<file path="src/cmc_defs.svh">
// Named offsets, field positions, reset values and counts for the codec mode control.
// Assumes inclusion by bare name from the design modules; definitions only.
`ifndef CMC_DEFS_SVH
`define CMC_DEFS_SVH

// ==========================================================
// Control word layout
`define CMC_SEL_MSB        10
`define CMC_SEL_LSB        9
`define CMC_LOAD_BIT       8
`define CMC_GAIN_MSB       7
`define CMC_CONV_MSB       8
`define CMC_ECHO_BIT       5
`define CMC_LAYOUT_MSB     3
`define CMC_LAYOUT_LSB     2
`define CMC_POL_BIT        1

// ==========================================================
// Word select codes
`define CMC_SEL_LEFT       2'h0
`define CMC_SEL_RIGHT      2'h1
`define CMC_SEL_CONV       2'h2
`define CMC_SEL_IFACE      2'h3

// ==========================================================
// Read addresses
`define CMC_ADDR_LEFT      3'h0
`define CMC_ADDR_RIGHT     3'h1
`define CMC_ADDR_CONV      3'h2
`define CMC_ADDR_IFACE     3'h3
`define CMC_ADDR_STAT      3'h4

// ==========================================================
// Reset values and mute code
`define CMC_GAIN_RST       8'hff
`define CMC_GAIN_MUTE      8'h00
`define CMC_CONV_RST       9'h002
`define CMC_LAYOUT_RST     2'h0
`define CMC_READ_ZERO      16'h0000

// ==========================================================
// Counts
`define CMC_ZERO_RUN_LEN   65536
`define CMC_ZR_CNT_W       17
`define CMC_PIN_W          8

`endif

</file>
<file path="src/cmc_pkg.sv">
// Types shared by the codec mode control modules.
// Assumes the constants header is included where numbers are needed.
package cmc_pkg;

  // ==========================================================
  // Enumerations
  typedef enum logic [1:0] {
    CMC_EMP_441 = 2'b00,
    CMC_EMP_OFF = 2'b01,
    CMC_EMP_48  = 2'b10,
    CMC_EMP_32  = 2'b11
  } cmc_emph_t;

  typedef enum logic [1:0] {
    CMC_FMT_16RJ = 2'b00,
    CMC_FMT_20RJ = 2'b01,
    CMC_FMT_20LJ = 2'b10,
    CMC_FMT_I2S  = 2'b11
  } cmc_layout_t;

  typedef enum logic [1:0] {
    CMC_ZR_IDLE  = 2'b00,
    CMC_ZR_COUNT = 2'b01,
    CMC_ZR_OPEN  = 2'b10
  } cmc_zr_state_t;

  // ==========================================================
  // Carriers: field order matches word 2 bits 8..0
  typedef struct packed {
    logic      adc_sleep;
    logic      hpf_skip;
    logic      dac_sleep;
    logic      gain_share;
    logic      zero_run_detect;
    logic      out_force;
    cmc_emph_t emphasis_select;
    logic      soft_silence;
  } cmc_conv_t;

  typedef struct packed {
    logic        echo_path;
    cmc_layout_t word_layout;
    logic        frame_polarity;
  } cmc_iface_t;

  typedef struct packed {
    logic [7:0] left;
    logic [7:0] right;
  } cmc_gain_t;

endpackage : cmc_pkg

</file>
<file path="src/cmc_top.sv">
// Codec mode control: control words 0..3, pin-strapped variant, effective settings.
// Assumes a host on the same clock; audio clocks and pins arrive asynchronously.
//
// Decided for this implementation: the register offsets and strobed register access.
`timescale 1ns/10ps
`include "cmc_defs.svh"

// Notes on behaviour
// - ADC sleep bit stops the ADC and holds its serial output at zero.
// - High-pass skip bit 0 applies the ADC high-pass filter, 1 bypasses it.
// - DAC sleep bit stops the DAC and grounds the analog outputs; ADC unaffected.
// - Gain share makes the left gain code drive both channels.
// - Zero-run detect opens the amplifier after 65536 zero bit clock cycles.
// - Output force holds DAC outputs at midscale unless DAC sleep grounds them, registers kept.
// - Emphasis field: 00 44.1k, 01 off, 10 48k, 11 32k.
// - Soft silence fades both channel gains together in the digital path.
// - Bits 10..9 select the target word: 10 is word 2, 11 word 3.
// - Echo path sends ADC data into the DAC as I2S; ADC output stays live.
// - Word layout field chooses one of four serial formats.
// - Frame polarity picks which frame clock level means left, formats 0..2.
// - Pin variant sleep pins: both low reset, else each powers down its side.
// - Pin variant emphasis pins decode like the emphasis field.
// - Pin variant wide-word pin picks 16- or 20-bit right justified.
// - Gain code 00 mutes, FF is full scale, others scale by code/256.
module cmc_top
  import cmc_pkg::*;
#(
  parameter int unsigned ZERO_RUN_LEN = `CMC_ZERO_RUN_LEN
) (
  input  wire logic        ref_clk,
  input  wire logic        nrst,
  input  wire logic [2:0]  reg_addr,
  input  wire logic [15:0] reg_wdata,
  input  wire logic        reg_wr,
  input  wire logic        reg_rd,
  output logic [15:0]      reg_rdata,
  input  wire logic        pin_control,
  input  wire logic        adc_sleep_n_pin,
  input  wire logic        dac_sleep_n_pin,
  input  wire logic        emphasis_pin_low,
  input  wire logic        emphasis_pin_high,
  input  wire logic        wide_word_select,
  input  wire logic        bit_clock_in,
  input  wire logic        frame_clock_in,
  input  wire logic        dac_data_in,
  input  wire logic        adc_data_raw,
  output logic             adc_data_out,
  output logic             dac_data_sel,
  output logic             codec_reset,
  output logic             adc_run,
  output logic             dac_run,
  output logic             analog_out_ground,
  output logic             midscale_level,
  output logic             amp_disconnect,
  output cmc_conv_t        conv_eff,
  output cmc_iface_t       dac_iface,
  output cmc_iface_t       adc_iface,
  output logic             frame_is_left,
  output cmc_gain_t        gain_applied,
  output logic             left_mute,
  output logic             right_mute
);

  // ==========================================================
  // Reset release
  logic [1:0] rst_sync_q;
  logic       rst_n;

  always_ff @(posedge ref_clk or negedge nrst) begin
    if (!nrst) begin
      rst_sync_q <= 2'h0;
    end else begin
      rst_sync_q <= {rst_sync_q[0], 1'b1};
    end
  end
  assign rst_n = rst_sync_q[1];

  // ==========================================================
  // Pin synchronisers
  logic [`CMC_PIN_W-1:0] pin_raw;
  logic [`CMC_PIN_W-1:0] pin_s1_q;
  logic [`CMC_PIN_W-1:0] pin_s2_q;
  logic                  bck_d1_q;
  logic                  lrc_d1_q;
  logic                  bck_rise;
  logic                  lrc_rise;

  assign pin_raw = {adc_data_raw, dac_data_in, frame_clock_in, bit_clock_in,
                    wide_word_select, emphasis_pin_high, emphasis_pin_low, pin_control};

  // No reset: the strap is settled by the time reset ends
  always_ff @(posedge ref_clk) begin
    pin_s1_q <= pin_raw;
    pin_s2_q <= pin_s1_q;
  end

  always_ff @(posedge ref_clk or negedge rst_n) begin
    if (!rst_n) begin
      bck_d1_q <= 1'b0;
      lrc_d1_q <= 1'b0;
    end else begin
      bck_d1_q <= pin_s2_q[4];
      lrc_d1_q <= pin_s2_q[5];
    end
  end

  logic [1:0] slp_s1_q;
  logic [1:0] slp_s2_q;

  // Sleep pins idle high so the pin variant starts running
  always_ff @(posedge ref_clk or negedge rst_n) begin
    if (!rst_n) begin
      slp_s1_q <= 2'h3;
      slp_s2_q <= 2'h3;
    end else begin
      slp_s1_q <= {dac_sleep_n_pin, adc_sleep_n_pin};
      slp_s2_q <= slp_s1_q;
    end
  end

  assign bck_rise = pin_s2_q[4] & ~bck_d1_q;
  assign lrc_rise = pin_s2_q[5] & ~lrc_d1_q;

  // Strap caught once after release; changing it later needs a reset
  logic strap_done_q;
  logic pin_mode_q;

  always_ff @(posedge ref_clk or negedge rst_n) begin
    if (!rst_n) begin
      strap_done_q <= 1'b0;
      pin_mode_q   <= 1'b0;
    end else if (!strap_done_q) begin
      strap_done_q <= 1'b1;
      pin_mode_q   <= pin_s2_q[0];
    end
  end

  // ==========================================================
  // Control words
  logic [1:0] wsel;
  cmc_conv_t  conv_q;
  cmc_iface_t iface_q;
  cmc_gain_t  pend_q;
  cmc_gain_t  att_q;

  assign wsel = reg_wdata[`CMC_SEL_MSB:`CMC_SEL_LSB];

  always_ff @(posedge ref_clk or negedge rst_n) begin
    if (!rst_n) begin
      conv_q <= cmc_conv_t'(`CMC_CONV_RST);
    end else if (reg_wr && wsel == `CMC_SEL_CONV) begin
      conv_q <= cmc_conv_t'(reg_wdata[`CMC_CONV_MSB:0]);
    end
  end

  // Reserved bits are not stored
  always_ff @(posedge ref_clk or negedge rst_n) begin
    if (!rst_n) begin
      iface_q.echo_path      <= 1'b0;
      iface_q.word_layout    <= cmc_layout_t'(`CMC_LAYOUT_RST);
      iface_q.frame_polarity <= 1'b0;
    end else if (reg_wr && wsel == `CMC_SEL_IFACE) begin
      iface_q.echo_path      <= reg_wdata[`CMC_ECHO_BIT];
      iface_q.word_layout    <= cmc_layout_t'(reg_wdata[`CMC_LAYOUT_MSB:`CMC_LAYOUT_LSB]);
      iface_q.frame_polarity <= reg_wdata[`CMC_POL_BIT];
    end
  end

  // Gain codes wait until a load bit is set, then both channels move together
  always_ff @(posedge ref_clk or negedge rst_n) begin
    if (!rst_n) begin
      pend_q.left  <= `CMC_GAIN_RST;
      pend_q.right <= `CMC_GAIN_RST;
      att_q.left   <= `CMC_GAIN_RST;
      att_q.right  <= `CMC_GAIN_RST;
    end else if (reg_wr && wsel == `CMC_SEL_LEFT) begin
      pend_q.left <= reg_wdata[`CMC_GAIN_MSB:0];
      if (reg_wdata[`CMC_LOAD_BIT]) begin
        att_q.left  <= reg_wdata[`CMC_GAIN_MSB:0];
        att_q.right <= pend_q.right;
      end
    end else if (reg_wr && wsel == `CMC_SEL_RIGHT) begin
      pend_q.right <= reg_wdata[`CMC_GAIN_MSB:0];
      if (reg_wdata[`CMC_LOAD_BIT]) begin
        att_q.left  <= pend_q.left;
        att_q.right <= reg_wdata[`CMC_GAIN_MSB:0];
      end
    end
  end

  // ==========================================================
  // Effective settings, software or pins
  cmc_conv_t  conv_sel;
  cmc_iface_t iface_sel;
  logic       pin_reset;

  always_comb begin
    conv_sel  = conv_q;
    iface_sel = iface_q;
    pin_reset = 1'b0;
    if (pin_mode_q) begin
      conv_sel                 = cmc_conv_t'(`CMC_CONV_RST);
      conv_sel.adc_sleep       = ~slp_s2_q[0];
      conv_sel.dac_sleep       = ~slp_s2_q[1];
      pin_reset                = ~slp_s2_q[0] & ~slp_s2_q[1];
      conv_sel.emphasis_select = cmc_emph_t'({pin_s2_q[2], pin_s2_q[1]});
      iface_sel.echo_path      = 1'b0;
      iface_sel.frame_polarity = 1'b0;
      iface_sel.word_layout    = pin_s2_q[3] ? CMC_FMT_20RJ : CMC_FMT_16RJ;
    end
  end

  // Echo forces I2S on the DAC side; polarity ignored in I2S
  cmc_iface_t dac_if_n;
  cmc_iface_t adc_if_n;

  always_comb begin
    adc_if_n = iface_sel;
    dac_if_n = iface_sel;
    if (iface_sel.echo_path) begin
      dac_if_n.word_layout = CMC_FMT_I2S;
    end
    if (adc_if_n.word_layout == CMC_FMT_I2S) begin
      adc_if_n.frame_polarity = 1'b0;
    end
    if (dac_if_n.word_layout == CMC_FMT_I2S) begin
      dac_if_n.frame_polarity = 1'b0;
    end
  end

  // ==========================================================
  // Gains, shared mode and fade
  cmc_gain_t gain_tgt;
  cmc_gain_t gain_cur;
  logic      amp_open;

  always_comb begin
    gain_tgt = att_q;
    if (conv_sel.gain_share) begin
      gain_tgt.right = att_q.left;
    end
  end

  cmc_gain_ramp u_ramp (
    .clk        (ref_clk),
    .rst_n      (rst_n),
    .frame_tick (lrc_rise),
    .silence    (conv_sel.soft_silence),
    .target     (gain_tgt),
    .current    (gain_cur)
  );

  cmc_zero_run #(
    .LEN (ZERO_RUN_LEN)
  ) u_zero (
    .clk      (ref_clk),
    .rst_n    (rst_n),
    .enable   (conv_sel.zero_run_detect & ~conv_sel.dac_sleep),
    .bck_rise (bck_rise),
    .data_bit (dac_data_sel),
    .amp_open (amp_open)
  );

  // ==========================================================
  // Registered outputs
  always_ff @(posedge ref_clk or negedge rst_n) begin
    if (!rst_n) begin
      conv_eff          <= cmc_conv_t'(`CMC_CONV_RST);
      dac_iface         <= '0;
      adc_iface         <= '0;
      codec_reset       <= 1'b0;
      adc_run           <= 1'b1;
      dac_run           <= 1'b1;
      analog_out_ground <= 1'b0;
      midscale_level    <= 1'b0;
      amp_disconnect    <= 1'b0;
      adc_data_out      <= 1'b0;
      dac_data_sel      <= 1'b0;
      frame_is_left     <= 1'b0;
      gain_applied      <= '1;
      left_mute         <= 1'b0;
      right_mute        <= 1'b0;
    end else begin
      conv_eff          <= conv_sel;
      dac_iface         <= dac_if_n;
      adc_iface         <= adc_if_n;
      codec_reset       <= pin_reset;
      adc_run           <= ~conv_sel.adc_sleep;
      dac_run           <= ~conv_sel.dac_sleep;
      analog_out_ground <= conv_sel.dac_sleep;
      midscale_level    <= conv_sel.out_force & ~conv_sel.dac_sleep;
      amp_disconnect    <= amp_open;
      adc_data_out      <= pin_s2_q[7] & ~conv_sel.adc_sleep;
      // Loopback feeds the raw ADC stream; not gated by the ADC sleep bit
      dac_data_sel      <= iface_sel.echo_path ? pin_s2_q[7] : pin_s2_q[6];
      // I2S marks left with a low frame clock
      frame_is_left     <= (dac_if_n.word_layout == CMC_FMT_I2S) ? ~pin_s2_q[5]
                           : (pin_s2_q[5] ^ dac_if_n.frame_polarity);
      gain_applied      <= gain_cur;
      left_mute         <= (gain_cur.left == `CMC_GAIN_MUTE);
      right_mute        <= (gain_cur.right == `CMC_GAIN_MUTE);
    end
  end

  // ==========================================================
  // Read port, data valid the cycle after the strobe
  always_ff @(posedge ref_clk or negedge rst_n) begin
    if (!rst_n) begin
      reg_rdata <= `CMC_READ_ZERO;
    end else if (reg_rd) begin
      case (reg_addr)
        `CMC_ADDR_LEFT:  reg_rdata <= {5'h00, `CMC_SEL_LEFT, 1'b0, att_q.left};
        `CMC_ADDR_RIGHT: reg_rdata <= {5'h00, `CMC_SEL_RIGHT, 1'b0, att_q.right};
        `CMC_ADDR_CONV:  reg_rdata <= {5'h00, `CMC_SEL_CONV, conv_q};
        `CMC_ADDR_IFACE: reg_rdata <= {5'h00, `CMC_SEL_IFACE, 3'h0, iface_q.echo_path,
                                       1'b0, iface_q.word_layout, iface_q.frame_polarity,
                                       1'b0};
        `CMC_ADDR_STAT:  reg_rdata <= {8'h00, pin_mode_q, pin_reset, amp_open,
                                       ~conv_sel.adc_sleep, ~conv_sel.dac_sleep,
                                       gain_cur.left == `CMC_GAIN_MUTE,
                                       gain_cur.right == `CMC_GAIN_MUTE,
                                       gain_cur == gain_tgt};
        default:         reg_rdata <= `CMC_READ_ZERO;
      endcase
    end else begin
      reg_rdata <= `CMC_READ_ZERO;
    end
  end

endmodule : cmc_top

</file>
<file path="src/cmc_zero_run.sv">
// Zero-run detector: opens the output amplifier path after a long zero input.
// Assumes bck_rise is a one-cycle pulse on the system clock per bit clock rise.
`timescale 1ns/10ps
`include "cmc_defs.svh"
module cmc_zero_run
  import cmc_pkg::*;
#(
  parameter int unsigned LEN = `CMC_ZERO_RUN_LEN
) (
  input  wire logic clk,
  input  wire logic rst_n,
  input  wire logic enable,
  input  wire logic bck_rise,
  input  wire logic data_bit,
  output logic      amp_open
);

  cmc_zr_state_t           state_q;
  logic [`CMC_ZR_CNT_W-1:0] count_q;

  // ==========================================================
  // Run counter, bit clock cycles with data held low
  always_ff @(posedge clk or negedge rst_n) begin
    if (!rst_n) begin
      state_q <= CMC_ZR_IDLE;
      count_q <= '0;
    end else begin
      case (state_q)
        CMC_ZR_IDLE: begin
          count_q <= '0;
          if (enable) begin
            state_q <= CMC_ZR_COUNT;
          end
        end
        CMC_ZR_COUNT: begin
          if (!enable) begin
            state_q <= CMC_ZR_IDLE;
          end else if (bck_rise) begin
            if (data_bit) begin
              count_q <= '0;
            end else if (count_q == `CMC_ZR_CNT_W'(LEN - 1)) begin
              state_q <= CMC_ZR_OPEN;
            end else begin
              count_q <= count_q + `CMC_ZR_CNT_W'(1);
            end
          end
        end
        CMC_ZR_OPEN: begin
          // Any nonzero bit reconnects at once
          if (!enable || (bck_rise && data_bit)) begin
            state_q <= enable ? CMC_ZR_COUNT : CMC_ZR_IDLE;
            count_q <= '0;
          end
        end
        default: begin
          state_q <= CMC_ZR_IDLE;
        end
      endcase
    end
  end

  assign amp_open = (state_q == CMC_ZR_OPEN);

endmodule : cmc_zero_run

</file>
<file path="src/cmc_gain_ramp.sv">
// Gain ramp: walks the applied channel gains toward their targets once per frame.
// Assumes frame_tick is a one-cycle pulse per frame clock rise.
`timescale 1ns/10ps
module cmc_gain_ramp
  import cmc_pkg::*;
(
  input  wire logic      clk,
  input  wire logic      rst_n,
  input  wire logic      frame_tick,
  input  wire logic      silence,
  input  cmc_gain_t      target,
  output cmc_gain_t      current
);
`include "cmc_defs.svh"

  cmc_gain_t cur_q;

  // One code per frame, so mute fades instead of clicking
  function automatic logic [7:0] step_to(input logic [7:0] cur, input logic [7:0] tgt);
    if (cur < tgt) begin
      step_to = cur + 8'h01;
    end else if (cur > tgt) begin
      step_to = cur - 8'h01;
    end else begin
      step_to = cur;
    end
  endfunction : step_to

  // ==========================================================
  // Ramp
  always_ff @(posedge clk or negedge rst_n) begin
    if (!rst_n) begin
      cur_q.left  <= `CMC_GAIN_RST;
      cur_q.right <= `CMC_GAIN_RST;
    end else if (frame_tick) begin
      cur_q.left  <= step_to(cur_q.left,  silence ? `CMC_GAIN_MUTE : target.left);
      cur_q.right <= step_to(cur_q.right, silence ? `CMC_GAIN_MUTE : target.right);
    end
  end

  assign current = cur_q;

endmodule : cmc_gain_ramp

</file>
<file path="config.mk">
export PLATFORM = sky130hd
export DESIGN_NAME = cmc_top
export DESIGN_NICKNAME = d
export VERILOG_FILES = /design/src/cmc_pkg.sv /design/src/cmc_top.sv /design/src/cmc_zero_run.sv /design/src/cmc_gain_ramp.sv
export VERILOG_INCLUDE_DIRS = /design/src
export SDC_FILE = /design/constraint.sdc
export NUM_CORES = 1
export LEC_CHECK = 0
export CAP_MARGIN = 25
export CORE_MARGIN = 2
export CORE_UTILIZATION = 57
export CTS_CLUSTER_SIZE = 20
export DETAILED_ROUTE_END_ITERATION = 7
export DONT_BUFFER_PORTS = 1
export PLACE_DENSITY = 0.75
export SLEW_MARGIN = 10
export SYNTH_ARGS = -nofsm -noshare
export SYNTH_HDL_FRONTEND = slang
export SYNTH_SLANG_ARGS = --single-unit
</file>
<file path="constraint.sdc">
create_clock -name ref_clk -period 3.7 [get_ports ref_clk]
set_input_delay 0.37 -clock ref_clk [delete_from_list [all_inputs] [get_ports ref_clk]]
set_output_delay 0.37 -clock ref_clk [all_outputs]
set_load 0.1 [all_outputs]
</file>
==> impl_metrics.env <==
export IMPL_yosysSeqAreaShare_pct=55.6
export IMPL_relSlewSlack_pct=37.6
export IMPL_vias=4525
export IMPL_worst_setup_path_type="register to register"
export IMPL_dieArea_um2=13500
export IMPL_synthTopCellsByArea="dfstp_2 26%, dfrtp_1 25%, mux2_2 8.8%, ha_1 5.2%, dfxtp_1 4.5%"
export IMPL_tightest_slew_ns=0.938
export IMPL_cap_violations=0
export IMPL_ys_ff_latch=159
export IMPL_cp_data_arrival_time_ns=3.82
export IMPL_hpwl_um=10300
export IMPL_p_leak_nw=3.47
export IMPL_fin_tns_setup_ns=0
export IMPL_ys_warn_count=0
export IMPL_seq_power_share_pct=47.1
export IMPL_end_kind="register"
export IMPL_grt_pass1_vias=4529
export IMPL_antenna_found_initial=0
export IMPL_finClkSkew_ns=0.00695
export IMPL_gr_total_overflow=0
export IMPL_gr_max_usage_layer="met2"
export IMPL_drv_slew=0
export IMPL_clk_pin_slew_ns=0.06
export IMPL_clk_insertion_delay_late_ns=0.43
export IMPL_n_antenna_cell=0
export IMPL_cts_sinks=159
export IMPL_rows=40
export IMPL_gp_congestion=0.840
export IMPL_vdd_drop_max_uv=494
export IMPL_postSynthCellCount=591
export IMPL_vias_per_cell=5.65
export IMPL_min_path_type="input pin to register"
export IMPL_use_met1_pct=30.9
export IMPL_die_h_um=116
export IMPL_cts_setup_buffers=0
export IMPL_syn_cell_area_um2=7180
export IMPL_cts_tree="done"
export IMPL_holdWs_ns=0.0829
export IMPL_drive_gt1_share_pct=30.5
export IMPL_clk_path_buf_depth=2
export IMPL_fill_cells=903
export IMPL_postRouteAntennaNets=0
export IMPL_cp_required_ns=4.05
export IMPL_wl_per_cell_um=18.0
export IMPL_synth_area_leader_cell="dfstp_2"
export IMPL_final_core_util_pct=67.1
export IMPL_rsz0062_at_grt="no"
export IMPL_power_switching_mw=3.29
export IMPL_die_width_um=116
export IMPL_core_um2=12200
export IMPL_htreeDepth=4
export IMPL_routed_wl_um=14400
export IMPL_synth_cell_types=57
export IMPL_hold_viol=0
export IMPL_drc=0
export IMPL_cts_buffers=17
export IMPL_p_int_mw=4.59
export IMPL_grt_max_degree=67
export IMPL_start_util_pct=59.0
export IMPL_worst_setup_path_start_kind="register"
export IMPL_firstDrtPassIters=4
export IMPL_dr_first_iter_drc_count=314
export IMPL_root_buffer="clkbuf_16"
export IMPL_io_pins=93
export IMPL_clkPwrFrac_pct=22.1
export IMPL_synth_top_area_share_pct=26.4
export IMPL_period_minus_slack_ns=3.46
export IMPL_track_usage_pct=22.9
export IMPL_synthFlopType="dfstp_2"
export IMPL_power_density_nw_per_um2=966
export IMPL_max_freq_mhz=289
export IMPL_post_route_period_util_pct=93.6
export IMPL_met3_usage_pct=6.43
export IMPL_swShare_pct=41.8
export IMPL_io_buffers=0
export IMPL_layout_nets=685
export IMPL_avgSynthCellArea_um2=12.1
export IMPL_combPwrFrac_pct=30.8
export IMPL_grt_use_met2_pct=35.5
export IMPL_synth_edf_count=0
export IMPL_setup_violations=0
export IMPL_area_growth_pct=13.6
export IMPL_status="finished clean"
export IMPL_grt_pass1_wl_um=23300
export IMPL_critPathMaxFanout=8
export IMPL_async_flop_share_pct=89.9
cell type report:
type / count / area, µm² / share of cell area (%)
inverters: 15 / 56.3 / 0.690
clock inverters: 10 / 126 / 1.55
well taps: 168 / 210 / 2.58
multi-input cells: 401 / 3080 / 37.8
repair buffers: 26 / 225 / 2.76
clock buffers: 22 / 464 / 5.69
flip-flops and latches: 159 / 4000 / 49.0
state kept, by name, summed over array words and instances, names as in the netlist, 2 cells and up:
| signal | count |
|---|---|
| u_zero.state_q | 2 |
| pin_s2_q | 8 |
| slp_s2_q | 2 |
| att_q | 16 |
| reg_rdata | 11 |
| u_ramp.current | 16 |
| pin_s1_q | 8 |
| pend_q | 16 |
| dac_iface | 3 |
| iface_q | 4 |
| adc_iface | 4 |
| slp_s1_q | 2 |
| gain_applied | 16 |
| rst_sync_q | 2 |
| conv_eff | 9 |
| u_zero.count_q | 17 |
| conv_q | 9 |
logic make-up after synthesis:
| family | synth area share (%) |
|---|---|
| AO/OA/AOI/OAI | 7.93 |
| AND/OR/NAND/NOR | 11.7 |
| adder cells (fa/ha/maj) | 5.79 |
| buffers and inverters | 2.35 |
| flip-flops | 55.6 |
| other | 0.105 |
| multiplexers | 11.1 |
| XOR/XNOR | 5.37 |
path summary, 6_finish.rpt:
path                            slack, ns          start                  to  depth (start not counted)
worst max-delay path                 0.24     pin_mode_q   u_ramp.current[7]                         16
worst min-delay path                 0.08   reg_wdata[2]           pend_q[2]                          1
worst max register to register       0.24     pin_mode_q   u_ramp.current[7]                         16
worst min register to register       0.33    pin_s1_q[5]         pin_s2_q[5]                          0
max in group asynchronous            2.35  rst_sync_q[1]  u_ramp.current[15]                          1
min in group asynchronous            0.17           nrst       rst_sync_q[1]                          1
cell usage after synthesis (all sizes together), types with 14 or more instances:
cell type	count
dfstp	72
dfrtp	71
mux2	57
nand2	40
nor2	38
ha	30
xnor2	24
a21oi	23
xor2	20
dfxtp	16
o21ai	16
inv	15
nor2b	14
layout by cell type (no fill, tap or decap), types with 3 or more instances in the layout:
master         Yosys  final
dlygate4sd3_1      0     12
nor3_1             4      4
xnor2_1           24     24
nor2_1            38     38
nand3_1           12     12
and3_1             4      4
o21bai_1           5      4
mux4_2             3      3
a21oi_2            2      3
o21a_1             4      4
a21o_1             4      4
ha_1              30     29
nor4_1             3      3
nor2b_1           14     14
inv_6              0      3
or4_1              4      4
and2_1             7      7
dfrtp_1           71     68
nand2_1           40     38
mux2_2            56     56
or2_2              3      3
dfstp_2           72     72
o22ai_1           11     11
inv_1             15     15
xor2_1            20     20
buf_4              7     14
clkbuf_16          0     17
nand2b_1          13     13
dfxtp_1           16     16
mux2i_1            9      9
o21ai_0           16     16
clkbuf_1          12      3
conb_1             2      7
a21oi_1           21     20
a21boi_0           3      3
nand4_1           11     11
layer usage:
layer | wire length, µm | vias to the layer above
met1 | 6500 | 2272
met3 | 631 | 22
li1 | - | 2131
met2 | 6980 | 100
met4 | 276 | 0
met5 | 0 | -
repair_timing:
| item | CTS | global route |
|---|---|---|
| hold endpoints to repair | 13 | 0 |
| setup endpoints to repair | 0 | 4 |
| hold buffers | 12 | 0 |
| resized for setup | 0 | 8 |
critical path: stages (launching register included):
cell and delay (ns):
dfrtp_1 0.39, nand2b_1 0.16, buf_4 0.18, mux2i_1 0.16
or2_2 0.29, ha_1 0.30, nand2b_1 0.08, a21oi_1 0.08
o21bai_2 0.20, nand2_4 0.12, ha_1 0.36, o211a_1 0.23
o21a_1 0.12, o22a_1 0.19, and3_1 0.17, o21ai_0 0.19
xnor2_1 0.15
per-stage QoR:
step	area (µm²)	total power, mW	std cells	setup WS [ns]
finish	8160	7.88	801	0.236
detailed placement	7410	6.04	757	0.0887
global placement	7410	5.92	757	0.182
floorplan	7200	5.51	596	0.131
global route	8160	8.30	801	0.0107
CTS	8120	7.82	801	0.0726
power by group through the flow:
stage | clock (mW) | sequential [mW] | combinational (mW)
global route | 1.84 | 3.78 | 2.68
detailed placement | 0 | 3.75 | 2.30
global placement | 0 | 3.74 | 2.18
floorplan | 0 | 3.60 | 1.92
finish | 1.74 | 3.72 | 2.43
CTS | 1.77 | 3.72 | 2.33
Power figures use the tool's default switching activity.
